<file path="src/include/srap_pkg.sv">
package srap_pkg;
    // ------------------------------------------------------------
    // framing
    // ------------------------------------------------------------
    localparam int INSTR_BITS = 8;          // instruction byte length
    localparam int RW_BIT = 7;              // direction bit, 1 = read
    localparam int ADDR_W = 5;              // register address width
    localparam int NREG = 32;               // address space
    localparam int DATA_W = 32;             // widest register, in bits
    localparam int BYTE_W = 8;
    localparam int RESYNC_EDGES = 8;        // clocks with select high that reset the port
    localparam int CNT_W = 6;               // bit counter width
    // ------------------------------------------------------------
    // register widths in bytes; default for unlisted addresses
    // ------------------------------------------------------------
    localparam logic [ADDR_W-1:0] ADDR_FREQ_WORD = 5'h0a; // frequency_tuning_word
    localparam logic [ADDR_W-1:0] ADDR_AMPL_SCALE = 5'h0b; // amplitude_scale_factor
    localparam logic [2:0] LEN_FREQ_WORD = 3'h4;
    localparam logic [2:0] LEN_AMPL_SCALE = 3'h3;
    localparam logic [2:0] LEN_DEFAULT = 3'h2;
    // ------------------------------------------------------------
    // port states
    // ------------------------------------------------------------
    typedef enum logic [1:0] {
        SRAP_INSTR = 2'b00,
        SRAP_DATA = 2'b01
    } srap_state_t;
endpackage : srap_pkg

</file>
<file path="src/include/srap_pins_if.sv">
`timescale 1ns/1ps
`default_nettype none
// cleaned link pins travelling from the sampler to the port core
interface srap_pins_if;
    logic sclk_rise;  // rising link clock edge, one cycle
    logic sclk_fall;  // falling link clock edge, one cycle
    logic cs_n;       // filtered select, active low
    logic sdio_in;    // filtered data in
    modport src (output sclk_rise, output sclk_fall, output cs_n, output sdio_in);
    modport dst (input sclk_rise, input sclk_fall, input cs_n, input sdio_in);
endinterface : srap_pins_if
`default_nettype wire

</file>
<file path="src/srap_port.sv">
`timescale 1ns/1ps
`default_nettype none
module srap_port
    import srap_pkg::*;
(
    input wire logic mclk,
    input wire logic nrst,
    input wire logic sclk,
    input wire logic cs_n,
    input wire logic sdio_in,
    output logic sdio_out,
    output logic sdio_oe,
    output logic serial_out_data_pin,
    output logic serial_out_data_pin_oe,
    input wire logic three_wire,
    input wire logic lsb_first,
    input wire logic [DATA_W-1:0] rd_data,
    output logic [ADDR_W-1:0] reg_addr,
    output logic [DATA_W-1:0] wr_data,
    output logic wr_strobe,
    output logic rd_strobe,
    output logic busy
);
    // ------------------------------------------------------------
    // types and helpers
    // ------------------------------------------------------------
    typedef struct packed {
        srap_state_t st;
        logic [CNT_W-1:0] cnt;         // bits done in this phase
        logic [CNT_W-1:0] nbits;       // bits in data phase
        logic [BYTE_W-1:0] instr;      // instruction shift
        logic rd;                      // current cycle reads
        logic [ADDR_W-1:0] addr;
        logic [DATA_W-1:0] sh;         // data shift path
        logic [3:0] rsync;             // clocks counted while deselected
        logic out_bit;
        logic sdio_oe;
        logic sdo_oe;
        logic [DATA_W-1:0] wdat;
        logic wstb;
        logic rstb;
        logic bsy;                     // data phase under way
    } srap_core_t;
    srap_core_t r;
    srap_core_t next_r;

    srap_pins_if pins ();

    // register width in bytes by address; only whole registers move
    function automatic logic [2:0] reg_len(input logic [ADDR_W-1:0] a);
        if (a == ADDR_FREQ_WORD) begin
            reg_len = LEN_FREQ_WORD;
        end else if (a == ADDR_AMPL_SCALE) begin
            reg_len = LEN_AMPL_SCALE;
        end else begin
            reg_len = LEN_DEFAULT;
        end
    endfunction : reg_len

    // left-justify register bits so msb-first shifts from the top
    function automatic logic [DATA_W-1:0] justify(input logic [DATA_W-1:0] d,
                                                  input logic [2:0] len);
        justify = d << (DATA_W - BYTE_W * int'(len));
    endfunction : justify

    // ------------------------------------------------------------
    // pin sampling
    // ------------------------------------------------------------
    srap_sampler u_smp (
        .mclk(mclk),
        .nrst(nrst),
        .sclk(sclk),
        .cs_n(cs_n),
        .sdio_in(sdio_in),
        .pins(pins.src)
    );

    // ------------------------------------------------------------
    // serial engine
    // ------------------------------------------------------------
    always_comb begin
        logic [BYTE_W-1:0] ins;
        logic [2:0] len;
        ins = '0;
        len = '0;
        next_r = r;
        next_r.wstb = 1'b0;
        next_r.rstb = 1'b0;
        if (pins.cs_n) begin
            // deselected: outputs float, cycle held until RESYNC_EDGES clocks drop it
            next_r.sdio_oe = 1'b0;
            next_r.sdo_oe = 1'b0;
            if (pins.sclk_rise) begin
                if (r.rsync == 4'(RESYNC_EDGES - 1)) begin
                    // resync: drop whatever cycle was in flight
                    next_r.st = SRAP_INSTR;
                    next_r.cnt = '0;
                    next_r.rd = 1'b0;
                    next_r.rsync = '0;
                end else begin
                    next_r.rsync = r.rsync + 4'h1;
                end
            end
        end else begin
            next_r.rsync = '0;
            // drive enables only during a read data phase
            next_r.sdio_oe = (r.st == SRAP_DATA) && r.rd && three_wire;
            next_r.sdo_oe = (r.st == SRAP_DATA) && r.rd && !three_wire;
            if (pins.sclk_rise) begin
                case (r.st)
                    SRAP_INSTR: begin
                        // instruction bits in chosen order
                        if (lsb_first) begin
                            ins = {pins.sdio_in, r.instr[BYTE_W-1:1]};
                        end else begin
                            ins = {r.instr[BYTE_W-2:0], pins.sdio_in};
                        end
                        next_r.instr = ins;
                        next_r.cnt = r.cnt + 6'h1;
                        if (r.cnt == CNT_W'(INSTR_BITS - 1)) begin
                            len = reg_len(ins[ADDR_W-1:0]);
                            next_r.rd = ins[RW_BIT];
                            next_r.addr = ins[ADDR_W-1:0];
                            next_r.nbits = CNT_W'(BYTE_W * int'(len));
                            next_r.cnt = '0;
                            next_r.st = SRAP_DATA;
                            if (ins[RW_BIT]) begin
                                // flag the read; the word is loaded next cycle
                                next_r.rstb = 1'b1;
                            end
                            next_r.sh = '0;
                        end
                    end
                    SRAP_DATA: begin
                        if (!r.rd) begin
                            // write bits: msb-first fills from the bottom,
                            // lsb-first enters at the top of the register
                            if (lsb_first) begin
                                next_r.sh = {pins.sdio_in, r.sh[DATA_W-1:1]};
                            end else begin
                                next_r.sh = {r.sh[DATA_W-2:0], pins.sdio_in};
                            end
                        end else begin
                            // read: advance after the host took the bit
                            next_r.sh = lsb_first ? (r.sh >> 1) : (r.sh << 1);
                        end
                        next_r.cnt = r.cnt + 6'h1;
                        if (r.cnt == r.nbits - 6'h1) begin
                            // last bit of the register closes the cycle
                            next_r.st = SRAP_INSTR;
                            next_r.cnt = '0;
                            next_r.sdio_oe = 1'b0;
                            next_r.sdo_oe = 1'b0;
                            if (!r.rd) begin
                                next_r.wstb = 1'b1;
                                next_r.wdat = lsb_first
                                    ? (next_r.sh >> (DATA_W - int'(r.nbits)))
                                    : next_r.sh;
                            end
                        end
                    end
                    default: begin
                        next_r.st = SRAP_INSTR;
                        next_r.cnt = '0;
                    end
                endcase
            end
            // present the current bit on the falling edge
            if (pins.sclk_fall && r.st == SRAP_DATA && r.rd) begin
                next_r.out_bit = lsb_first ? r.sh[0] : r.sh[DATA_W-1];
            end
        end
        // rd_data follows reg_addr, which carries the new address only now;
        // loading a cycle late is safe, the falling edge is half a period away
        if (r.rstb) begin
            next_r.sh = lsb_first ? rd_data : justify(rd_data, reg_len(r.addr));
        end
        // busy as its own flop so the pin comes straight from a register
        next_r.bsy = (next_r.st == SRAP_DATA);
    end

    // register the whole state
    always_ff @(posedge mclk or negedge nrst) begin
        if (!nrst) begin
            r <= '{st: SRAP_INSTR, default: '0};
        end else begin
            r <= next_r;
        end
    end

    // ------------------------------------------------------------
    // outputs, all straight from state flops
    // ------------------------------------------------------------
    assign sdio_out = r.out_bit;
    assign sdio_oe = r.sdio_oe;
    assign serial_out_data_pin = r.out_bit;
    assign serial_out_data_pin_oe = r.sdo_oe;
    assign reg_addr = r.addr;
    assign wr_data = r.wdat;
    assign wr_strobe = r.wstb;
    assign rd_strobe = r.rstb;
    assign busy = r.bsy;
endmodule : srap_port
`default_nettype wire

</file>
<file path="src/srap_sampler.sv">
`timescale 1ns/1ps
`default_nettype none
module srap_sampler
    import srap_pkg::*;
(
    input wire logic mclk,
    input wire logic nrst,
    input wire logic sclk,
    input wire logic cs_n,
    input wire logic sdio_in,
    srap_pins_if.src pins
);
    // ------------------------------------------------------------
    // state: three stages per pin, stable level per pin
    // ------------------------------------------------------------
    typedef struct packed {
        logic [2:0] ck;
        logic [2:0] cs;
        logic [2:0] di;
        logic ck_lvl;
        logic cs_lvl;
        logic di_lvl;
        logic rise;
        logic fall;
        logic [1:0] fill;   // clocks since reset, saturating
        logic primed;       // every stage holds a real pin sample
    } srap_smp_t;
    srap_smp_t s;
    srap_smp_t next_s;

    // stage 0 feeds stage 1 only; levels follow when stages 1 and 2 agree
    always_comb begin
        next_s = s;
        next_s.ck = {s.ck[1:0], sclk};
        next_s.cs = {s.cs[1:0], cs_n};
        next_s.di = {s.di[1:0], sdio_in};
        if (s.ck[2] == s.ck[1]) begin
            next_s.ck_lvl = s.ck[2];
        end
        if (s.cs[2] == s.cs[1]) begin
            next_s.cs_lvl = s.cs[2];
        end
        if (s.di[2] == s.di[1]) begin
            next_s.di_lvl = s.di[2];
        end
        // count the first clocks after reset until the stages are filled
        if (!(&s.fill)) begin
            next_s.fill = s.fill + 2'h1;
        end
        next_s.primed = &s.fill;
        // edges of the agreed clock level, none while the stages still fill,
        // so a link clock idling high gives no false edge after reset
        next_s.rise = next_s.ck_lvl & ~s.ck_lvl & s.primed;
        next_s.fall = ~next_s.ck_lvl & s.ck_lvl & s.primed;
    end

    // register the whole state
    always_ff @(posedge mclk or negedge nrst) begin
        if (!nrst) begin
            s <= '{ck: 3'h0, cs: 3'h7, di: 3'h0, ck_lvl: 1'b0, cs_lvl: 1'b1,
                   di_lvl: 1'b0, rise: 1'b0, fall: 1'b0, fill: 2'h0, primed: 1'b0};
        end else begin
            s <= next_s;
        end
    end

    assign pins.sclk_rise = s.rise;
    assign pins.sclk_fall = s.fall;
    assign pins.cs_n = s.cs_lvl;
    // data level at the edge; rise and data pass the same stages, so data set up before the rise is taken
    assign pins.sdio_in = s.di_lvl;
endmodule : srap_sampler
`default_nettype wire

</file>
<file path="config.mk">
export PLATFORM = sky130hd
export DESIGN_NAME = srap_port
export DESIGN_NICKNAME = d
export VERILOG_FILES = /design/src/include/srap_pkg.sv /design/src/include/srap_pins_if.sv /design/src/srap_port.sv /design/src/srap_sampler.sv
export SDC_FILE = /design/constraint.sdc
export NUM_CORES = 1
export LEC_CHECK = 0
export ABC_CLOCK_PERIOD_IN_PS = 3000
export BUFFER_PORTS_ARGS = -buffer_cell sky130_fd_sc_hd__buf_4
export CAP_MARGIN = 0
export CORE_MARGIN = 2
export CORE_UTILIZATION = 37
export CTS_CLUSTER_DIAMETER = 100
export DETAILED_ROUTE_END_ITERATION = 7
export SLEW_MARGIN = 20
export SYNTH_ARGS = -nofsm -noshare
export SYNTH_HDL_FRONTEND = slang
export SYNTH_SLANG_ARGS = --single-unit
</file>
<file path="constraint.sdc">
create_clock -name mclk -period 3 [get_ports mclk]
set_input_delay 0.6 -clock mclk [delete_from_list [all_inputs] [get_ports mclk]]
set_output_delay 0.6 -clock mclk [all_outputs]
set_load 0.005 [all_outputs]
</file>
==> report_table.html, run 1 <==
<table>
<tr><th>Metric</th><th>Value</th></tr>
<tr><th colspan="2">Global routing</th></tr>
<tr><td>Global Route Usage Sum</td><td>between 20% and 30%</td></tr>
<tr><td>Initial antenna violation count</td><td>0</td></tr>
<tr><td>Number of global-route vias before repair</td><td>approximately 5400</td></tr>
<tr><td>Global-route congestion overflow total</td><td>0</td></tr>
<tr><td>Wire length of the first global-routing pass</td><td>30840 um</td></tr>
<tr><td>Pin count of the biggest net entering global routing</td><td>between 60 and 70</td></tr>
<tr><th colspan="2">Final layout</th></tr>
<tr><td>Most frequent cells in the layout</td><td>dfrtp_1, buf_4, nor2_1</td></tr>
<tr><td>Fin nets</td><td>slightly above 800</td></tr>
<tr><td>Fraction of layout cells with a size suffix above 1</td><td>a little over a fifth</td></tr>
<tr><td>Leading cell type in the layout, fill and taps excluded</td><td>dfrtp_1</td></tr>
<tr><td>Non-filler cells, final</td><td>about 1000</td></tr>
<tr><td>Antenna diode count</td><td>0</td></tr>
<tr><td>Area growth from synthesis to layout</td><td>18.81%</td></tr>
<tr><td>Number of inserted filler cells in the final layout</td><td>around 1700</td></tr>
<tr><td>Final design instance area without fill</td><td>0.007928 mm2</td></tr>
<tr><td>Final core occ</td><td>between 40% and 50%</td></tr>
<tr><th colspan="2">Synth</th></tr>
<tr><td>Gate count of the mapped netlist</td><td>around 750</td></tr>
<tr><td>Average footprint of a synthesized cell</td><td>8.957 um2</td></tr>
<tr><td>Cell types occupying the most area after synthesis</td><td>dfrtp_1, a21oi_1, nor2_1, buf_4, nand2_1</td></tr>
<tr><td>Post-synth EDFFs</td><td>0</td></tr>
<tr><td>Area share of the largest cell type after synthesis</td><td>42.00%</td></tr>
<tr><td>Area of the mapped netlist</td><td>0.006673 mm2</td></tr>
<tr><td>Number of distinct standard cells referenced by the synthesized netlist</td><td>63</td></tr>
<tr><td>Syn. warnings</td><td>0</td></tr>
<tr><td>FFs w/ async S/R, synth</td><td>100.0%</td></tr>
<tr><td>Cell type with the largest total area after synthesis</td><td>dfrtp_1</td></tr>
<tr><td>Predominant post-synthesis flop cell</td><td>dfrtp_1</td></tr>
<tr><td>Register bit count reported by yosys</td><td>around 120</td></tr>
<tr><td>Sequential-to-total area share from yosys stat</td><td>43.58%</td></tr>
<tr><td>Number of nets produced by synthesis</td><td>between 700 and 800</td></tr>
<tr><th colspan="2">Floorplan</th></tr>
<tr><td>Area of the core</td><td>around 0.018 mm2</td></tr>
<tr><td>Number of standard-cell rows in the floorplan</td><td>49</td></tr>
<tr><td>Die width</td><td>between 100 and 150 um</td></tr>
<tr><td>Die Height</td><td>between 100 and 150 um</td></tr>
<tr><td>Die ar.</td><td>about 0.019 mm2</td></tr>
<tr><td>Initial Utilization</td><td>between 30% and 40%</td></tr>
<tr><td>Number of top-level pins</td><td>just over 80</td></tr>
<tr><th colspan="2">Timing</th></tr>
<tr><td>Slew HR</td><td>around 56%</td></tr>
<tr><td>Worst-margin pin slew</td><td>between 600 and 700 ps</td></tr>
<tr><td>Count of endpoints failing hold in the final timing report</td><td>0</td></tr>
<tr><td>Sum of negative setup slack</td><td>0 ps</td></tr>
<tr><td>Final setup fails</td><td>0</td></tr>
<tr><td>Upper clock frequency limit</td><td>roughly 0.42 GHz</td></tr>
<tr><td>Final setup margin</td><td>between 600 and 700 ps</td></tr>
<tr><td>Worst-case clock skew</td><td>~6 ps</td></tr>
<tr><td>Min Clock Period, post-route</td><td>~2400 ps</td></tr>
<tr><td>Slew Viols, Final</td><td>0</td></tr>
<tr><td>Final worst-path cycle share</td><td>78.60%</td></tr>
<tr><td>Unrepaired setup endpoints after global routing</td><td>false</td></tr>
<tr><th colspan="2">Placement</th></tr>
<tr><td>Detail Placement HPWL</td><td>approximately 14000 um</td></tr>
<tr><td>I/O Buffers</td><td>82</td></tr>
<tr><td>Placed cell areas</td><td>0.007302 mm2</td></tr>
<tr><td>Weighted congestion at the end of routability-driven global placement</td><td>about 0.95</td></tr>
<tr><td>Post-Place Cells</td><td>between 900 and 1000</td></tr>
<tr><td>Post-placement worst setup slack</td><td>between 400 and 500 ps</td></tr>
<tr><th colspan="2">Clock network</th></tr>
<tr><td>Worst-Skew Late Latency</td><td>~430 ps</td></tr>
<tr><td>Postcts setup bufs</td><td>0</td></tr>
<tr><td>H-tree levels</td><td>4</td></tr>
<tr><td>Clock root buffer</td><td>clkbuf_16</td></tr>
<tr><td>CTS resizes</td><td>0</td></tr>
<tr><td>Clock tree from TritonCTS</td><td>done</td></tr>
<tr><td>CTS Sinks</td><td>~120</td></tr>
<tr><td>Maximum buffer depth of the clock tree</td><td>2</td></tr>
<tr><td>Inserted Clock Buffers</td><td>17</td></tr>
<tr><td>Number of hold-repair buffers added at the cts stage</td><td>0</td></tr>
<tr><td>Clock transition at the registers of the reported paths</td><td>60 ps</td></tr>
<tr><th colspan="2">Worst hold path</th></tr>
<tr><td>Tightest Hold Check Type</td><td>input pin to async pin</td></tr>
<tr><th colspan="2">Routing</th></tr>
<tr><td>Post-route antenna net violation count</td><td>0</td></tr>
<tr><td>Count of TritonRoute iterations in the first routing pass</td><td>5</td></tr>
<tr><td>DRC</td><td>0</td></tr>
<tr><td>Avg WL per Cell</td><td>18.68 um</td></tr>
<tr><td>Vias per std cell</td><td>around 5.5</td></tr>
<tr><td>Detailed-route wire length</td><td>19130 um</td></tr>
<tr><td>Routed vias</td><td>~5700</td></tr>
<tr><td>Iteration-0 DRC count of the detailed router</td><td>437</td></tr>
<tr><th colspan="2">Power</th></tr>
<tr><td>Cell leakage power</td><td>between 3 and 4 nW</td></tr>
<tr><td>Areal power density over the cells</td><td>571.9 mW/mm2</td></tr>
<tr><td>Maximum vdd ir drop</td><td>about 0.36 mV</td></tr>
<tr><th colspan="2">Worst setup path</th></tr>
<tr><td>Data required time of the worst path</td><td>~3400 ps</td></tr>
<tr><td>Biggest cell delay along the critical path</td><td>around 550 ps</td></tr>
<tr><td>CP arrival</td><td>between 2000 and 3000 ps</td></tr>
<tr><td>Critical Path Sink Type</td><td>flip-flop</td></tr>
<tr><td>Type of origin of the critical path</td><td>flip-flop</td></tr>
<tr><td>Crit Path Max Fanout</td><td>25</td></tr>
<tr><td>Slowest cell on the critical path</td><td>and3_2</td></tr>
<tr><td>CP Cell Sequence</td><td>inv_1 -&gt; ha_1 -&gt; xnor2_1 -&gt; nor4_4 -&gt; and3_2 -&gt; buf_4 -&gt; nor2_1 -&gt; a21oi_1</td></tr>
<tr><td>Worst Path Class, Setup</td><td>flip-flop to flip-flop</td></tr>
<tr><td>Family with the most delay on the worst path</td><td>simple AND/OR/NAND/NOR gates</td></tr>
<tr><td>Buffer and inverter count on the worst path</td><td>2</td></tr>
<tr><th colspan="2">Run status</th></tr>
<tr><td>Run status</td><td>complete, no violations</td></tr>
<tr><th colspan="2">Flow run</th></tr>
<tr><td>Count of max-cap constraint violations</td><td>0</td></tr>
</table>
==> layer usage <==
layer	track usage (%)	up-vias	wire length, um
met2	29.36	201	8327
met3	4.087	24	1112
li1	-	2710	-
met5	0	-	0
met1	30.75	2737	9358
met4	6.606	0	331
==> Yosys cell counts, types with 5 or more instances <==
master,count
o21ai_0,33
dfrtp_1,112
o211ai_1,15
nor3_1,12
nor2b_1,25
mux2i_1,16
o22ai_1,9
mux2_2,15
a21oi_1,86
inv_1,7
nand2b_1,19
a221oi_1,8
nand3_1,8
buf_4,40
buf_1,6
nand2_1,50
a22o_1,16
o22a_1,7
o2bb2ai_1,7
nor2_1,100
xnor2_1,5
a21o_1,6
a22oi_1,9
buf_2,18
clkbuf_1,26
a21boi_0,8
a31oi_1,21
==> path summary, 6_finish.rpt <==
path | start | to | slack (ps) | cells past startpoint
setup / recovery | r[92] | wr_data[24] | 640 | 8
setup reg to reg | r[92] | wr_data[24] | 640 | 8
min in group mclk | sclk | u_smp.next_s[15] | 280 | 1
hold / removal | nrst | u_smp.s[0] | 110 | 1
hold reg to reg | u_smp.next_s[15] | u_smp.next_s[16] | 350 | 0
max in group asynchronous | nrst | u_smp.next_s[12] | 2090 | 2
==> stage by stage <==
stage               total power, mW  hold slack (ps)
global route                  4.727            141.4
global placement              2.399            333.5
CTS                           4.562            119.0
detailed placement            2.398            334.7
floorplan                     2.151            304.4
finish                        4.534            112.8
==> power by group <==
| group | internal, mW | leakage (nW) | total (mW) | switching (mW) |
|---|---|---|---|---|
| combinational | 0.247 | 1.82 | 0.575 | 0.328 |
| sequential | 1.68 | 1.31 | 1.81 | 0.127 |
| clock | 1.41 | 0.297 | 2.15 | 0.741 |
| total | 3.34 | 3.43 | 4.53 | 1.20 |
==> cell families after synthesis <==
kind of cell | Yosys count | synth area share [%]
compound gates | 246 | 23.65
simple gates | 238 | 17.16
flops | 116 | 43.58
buf+inv | 100 | 8.344
mux | 31 | 4.931
xor+xnor | 7 | 1.144
fa+ha+maj | 7 | 1.200
==> final cells by class <==
cell class / instances / area, um2 / area share (%)
multi-input cells: 529 / 3239 / 40.86
flip-flops and latches: 116 / 2908 / 36.68
repair buffers: 110 / 838.3 / 10.57
clock buffers: 20 / 446.7 / 5.634
well taps: 229 / 286.5 / 3.614
clock inverters: 12 / 178.9 / 2.257
inverters: 8 / 30.03 / 0.3788
==> worst reg2reg max path, cell delays in order, from the launching register on <==
cell and delay [ps]:
dfrtp_1 380, inv_1 70, ha_1 300, xnor2_1 160
nor4_4 320, and3_2 550, buf_4 320, nor2_1 60
a21oi_1 120
==> flip-flops by register name, summed over array words and instances (netlist names) <==
signal,flops
u_smp.s,7
r,56
wr_data,32
u_smp.pins.sdio_in,1
wr_strobe,1
u_smp.next_s,6
busy,1
serial_out_data_pin_oe,1
reg_addr,5
sdio_out,1
sdio_oe,1
u_smp.pins.sclk_rise,1
u_smp.pins.sclk_fall,1
u_smp.pins.cs_n,1
rd_strobe,1
Power figures use the tool's default switching activity.
==> run 2: changes to the inputs <==
--- a/config.mk
+++ b/config.mk
@@ -5,7 +5,7 @@
 export SDC_FILE = /design/constraint.sdc
 export NUM_CORES = 1
 export LEC_CHECK = 0
-export ABC_CLOCK_PERIOD_IN_PS = 3000
+export ABC_CLOCK_PERIOD_IN_PS = 2450
 export BUFFER_PORTS_ARGS = -buffer_cell sky130_fd_sc_hd__buf_4
 export CAP_MARGIN = 0
 export CORE_MARGIN = 2
==> constraint.sdc (replaced) <==
create_clock -name mclk -period 2.45 [get_ports mclk]
set_input_delay 0.49 -clock mclk [delete_from_list [all_inputs] [get_ports mclk]]
set_output_delay 0.49 -clock mclk [all_outputs]
set_load 0.005 [all_outputs]
==> run 2 against run 1 <==
  * Clock power grew 13%
  * Worst setup slack got worse by 390 ps
  * First-iteration DRC count increased by 25%
  * Total power rose by 19%
  * Wire length is 1.4% lower
  * Design area grew 1.6%
  * Critical endpoint is now wr_data[29]
==> report_table.html, run 2 (synthesis results as in run 1) <==
<table>
<tr><th>Metric</th><th>Value</th></tr>
<tr><th colspan="2">Run status</th></tr>
<tr><td>Run status</td><td>complete, no violations</td></tr>
<tr><th colspan="2">Global routing</th></tr>
<tr><td>Pin count of the biggest net entering global routing</td><td>65 (unchanged)</td></tr>
<tr><td>Global Route Usage Sum</td><td>20.30% (-0.11 points)</td></tr>
<tr><td>Number of global-route vias before repair</td><td>5655 (+5.0%)</td></tr>
<tr><td>Wire length of the first global-routing pass</td><td>30960 um (+0.38%)</td></tr>
<tr><td>Initial antenna violation count</td><td>0 (unchanged)</td></tr>
<tr><td>Global-route congestion overflow total</td><td>0 (unchanged)</td></tr>
<tr><th colspan="2">Clock network</th></tr>
<tr><td>Clock transition at the registers of the reported paths</td><td>60 ps (about the same)</td></tr>
<tr><td>Clock root buffer</td><td>clkbuf_16</td></tr>
<tr><td>H-tree levels</td><td>4 (unchanged)</td></tr>
<tr><td>Postcts setup bufs</td><td>0 (unchanged)</td></tr>
<tr><td>Inserted Clock Buffers</td><td>17 (unchanged)</td></tr>
<tr><td>CTS Sinks</td><td>116 (unchanged)</td></tr>
<tr><td>Number of hold-repair buffers added at the cts stage</td><td>0 (unchanged)</td></tr>
<tr><td>Maximum buffer depth of the clock tree</td><td>2 (unchanged)</td></tr>
<tr><td>CTS resizes</td><td>0 (unchanged)</td></tr>
<tr><td>Worst-Skew Late Latency</td><td>420 ps (about the same)</td></tr>
<tr><td>Clock tree from TritonCTS</td><td>done</td></tr>
<tr><th colspan="2">Worst setup path</th></tr>
<tr><td>Worst Path Class, Setup</td><td>flip-flop to flip-flop</td></tr>
<tr><td>Data required time of the worst path</td><td>2790 ps (-560 ps)</td></tr>
<tr><td>Family with the most delay on the worst path</td><td>simple AND/OR/NAND/NOR gates</td></tr>
<tr><td>CP arrival</td><td>2530 ps (-180 ps)</td></tr>
<tr><td>CP Cell Sequence</td><td>inv_1 -&gt; ha_1 -&gt; xor3_1 -&gt; nor4_4 -&gt; and3_4 -&gt; buf_4 -&gt; nor2_1 -&gt; a21oi_1</td></tr>
<tr><td>Crit Path Max Fanout</td><td>24 (-4.0%)</td></tr>
<tr><td>Buffer and inverter count on the worst path</td><td>2 (unchanged)</td></tr>
<tr><td>Slowest cell on the critical path</td><td>dfrtp_1</td></tr>
<tr><td>Type of origin of the critical path</td><td>flip-flop</td></tr>
<tr><td>Critical Path Sink Type</td><td>flip-flop</td></tr>
<tr><td>Biggest cell delay along the critical path</td><td>400 ps (-150 ps)</td></tr>
<tr><th colspan="2">Floorplan</th></tr>
<tr><td>Die Height</td><td>138.3 um (unchanged)</td></tr>
<tr><td>Die ar.</td><td>0.01912 mm2 (unchanged)</td></tr>
<tr><td>Initial Utilization</td><td>37.40% (unchanged)</td></tr>
<tr><td>Number of top-level pins</td><td>83 (unchanged)</td></tr>
<tr><td>Number of standard-cell rows in the floorplan</td><td>49 (unchanged)</td></tr>
<tr><td>Area of the core</td><td>0.01784 mm2 (unchanged)</td></tr>
<tr><td>Die width</td><td>138.3 um (unchanged)</td></tr>
<tr><th colspan="2">Timing</th></tr>
<tr><td>Final worst-path cycle share</td><td>89.52% (+11 points)</td></tr>
<tr><td>Worst-case clock skew</td><td>4.439 ps (-1.670 ps)</td></tr>
<tr><td>Count of endpoints failing hold in the final timing report</td><td>0 (unchanged)</td></tr>
<tr><td>Unrepaired setup endpoints after global routing</td><td>false</td></tr>
<tr><td>Worst-margin pin slew</td><td>624.0 ps (-41.58 ps)</td></tr>
<tr><td>Sum of negative setup slack</td><td>0 ps (unchanged)</td></tr>
<tr><td>Final setup fails</td><td>0 (unchanged)</td></tr>
<tr><td>Post-route worst hold slack</td><td>4.757 ps (-108.1 ps)</td></tr>
<tr><td>Slew HR</td><td>57.87% (+2.2 points)</td></tr>
<tr><td>Slew Viols, Final</td><td>0 (unchanged)</td></tr>
<tr><td>Min Clock Period, post-route</td><td>2193 ps (-164.5 ps)</td></tr>
<tr><td>Upper clock frequency limit</td><td>0.4559 GHz (+7.5%)</td></tr>
<tr><td>Final setup margin</td><td>256.7 ps (-385.5 ps)</td></tr>
<tr><th colspan="2">Power</th></tr>
<tr><td>Maximum vdd ir drop</td><td>0.5043 mV (+41%)</td></tr>
<tr><td>Cell leakage power</td><td>3.512 nW (+2.4%)</td></tr>
<tr><td>Areal power density over the cells</td><td>668.7 mW/mm2 (+17%)</td></tr>
<tr><td>Total Power Consumption</td><td>5.386 mW (+19%)</td></tr>
<tr><th colspan="2">Final layout</th></tr>
<tr><td>Fin nets</td><td>845 (+2.4%)</td></tr>
<tr><td>Fraction of layout cells with a size suffix above 1</td><td>23.80% (+2.2 points)</td></tr>
<tr><td>Most frequent cells in the layout</td><td>buf_4, dfrtp_1, nor2_1</td></tr>
<tr><td>Antenna diode count</td><td>0 (unchanged)</td></tr>
<tr><td>Non-filler cells, final</td><td>1044 (+2.0%)</td></tr>
<tr><td>Leading cell type in the layout, fill and taps excluded</td><td>buf_4</td></tr>
<tr><td>Area growth from synthesis to layout</td><td>20.70%</td></tr>
<tr><td>Largest Register</td><td>r</td></tr>
<tr><td>Max FFs per register</td><td>56 (unchanged)</td></tr>
<tr><td>Final core occ</td><td>45.14% (+0.71 points)</td></tr>
<tr><td>Final design instance area without fill</td><td>0.008054 mm2 (+1.6%)</td></tr>
<tr><th colspan="2">Placement</th></tr>
<tr><td>Post-Place Cells</td><td>1012 (+2.0%)</td></tr>
<tr><td>Detail Placement HPWL</td><td>13950 um (-0.55%)</td></tr>
<tr><td>I/O Buffers</td><td>82 (unchanged)</td></tr>
<tr><td>Post-placement worst setup slack</td><td>116.7 ps (-354.2 ps)</td></tr>
<tr><td>Placed cell areas</td><td>0.007465 mm2 (+2.2%)</td></tr>
<tr><td>Weighted congestion at the end of routability-driven global placement</td><td>0.9054 (-5.0%)</td></tr>
<tr><th colspan="2">Worst hold path</th></tr>
<tr><td>Tightest Hold Check Type</td><td>input pin to async pin</td></tr>
<tr><th colspan="2">Routing</th></tr>
<tr><td>DRC</td><td>0 (unchanged)</td></tr>
<tr><td>Avg WL per Cell</td><td>18.06 um (-3.3%)</td></tr>
<tr><td>Count of TritonRoute iterations in the first routing pass</td><td>6 (+1)</td></tr>
<tr><td>Vias per std cell</td><td>5.557 (+0.33%)</td></tr>
<tr><td>Routed vias</td><td>5802 (+2.3%)</td></tr>
<tr><td>Iteration-0 DRC count of the detailed router</td><td>545 (+25%)</td></tr>
<tr><td>Post-route antenna net violation count</td><td>0 (unchanged)</td></tr>
<tr><td>Detailed-route wire length</td><td>18850 um (-1.4%)</td></tr>
<tr><th colspan="2">Flow run</th></tr>
<tr><td>Count of max-cap constraint violations</td><td>0 (unchanged)</td></tr>
</table>
-- run 2: area by class of cell --
cell class	instances	area (um2)
Clock buffer	19	452.9
Inverter	8	30.03
Timing Repair Buffer	130	1001
Sequential cell	116	2908
Multi-Input combinational cell	529	3243
Fill cell	1738	9787
Tap cell	229	286.5
Clock inverter	13	132.6
-- run 2: final timing paths --
| kind | start | endpoint | slack [ps] | cells after the start |
|---|---|---|---|---|
| max in group asynchronous | nrst | r[81] | 1740 | 2 |
| worst max-delay path | r[92] | wr_data[29] | 260 | 8 |
| worst min register to register | u_smp.next_s[15] | u_smp.next_s[16] | 350 | 0 |
| worst max register to register | r[92] | wr_data[29] | 260 | 8 |
| worst min-delay path | nrst | wr_data[6] | 5 | 1 |
| min in group mclk | cs_n | u_smp.next_s[12] | 170 | 1 |
-- run 2: where the power goes --
group	switching (mW)	leakage, nW	internal (mW)
clock	0.901	0.281	1.54
sequential	0.148	1.31	2.06
combinational	0.408	1.92	0.330
total	1.46	3.51	3.93
-- run 2: routing by layer --
metal	up-vias	share of wire (%)	track usage, %
li1	2748	-	-
met1	2786	49	30.26
met2	227	43	28.95
met3	41	6.2	4.330
met4	0	2.5	7.465
met5	-	0	0
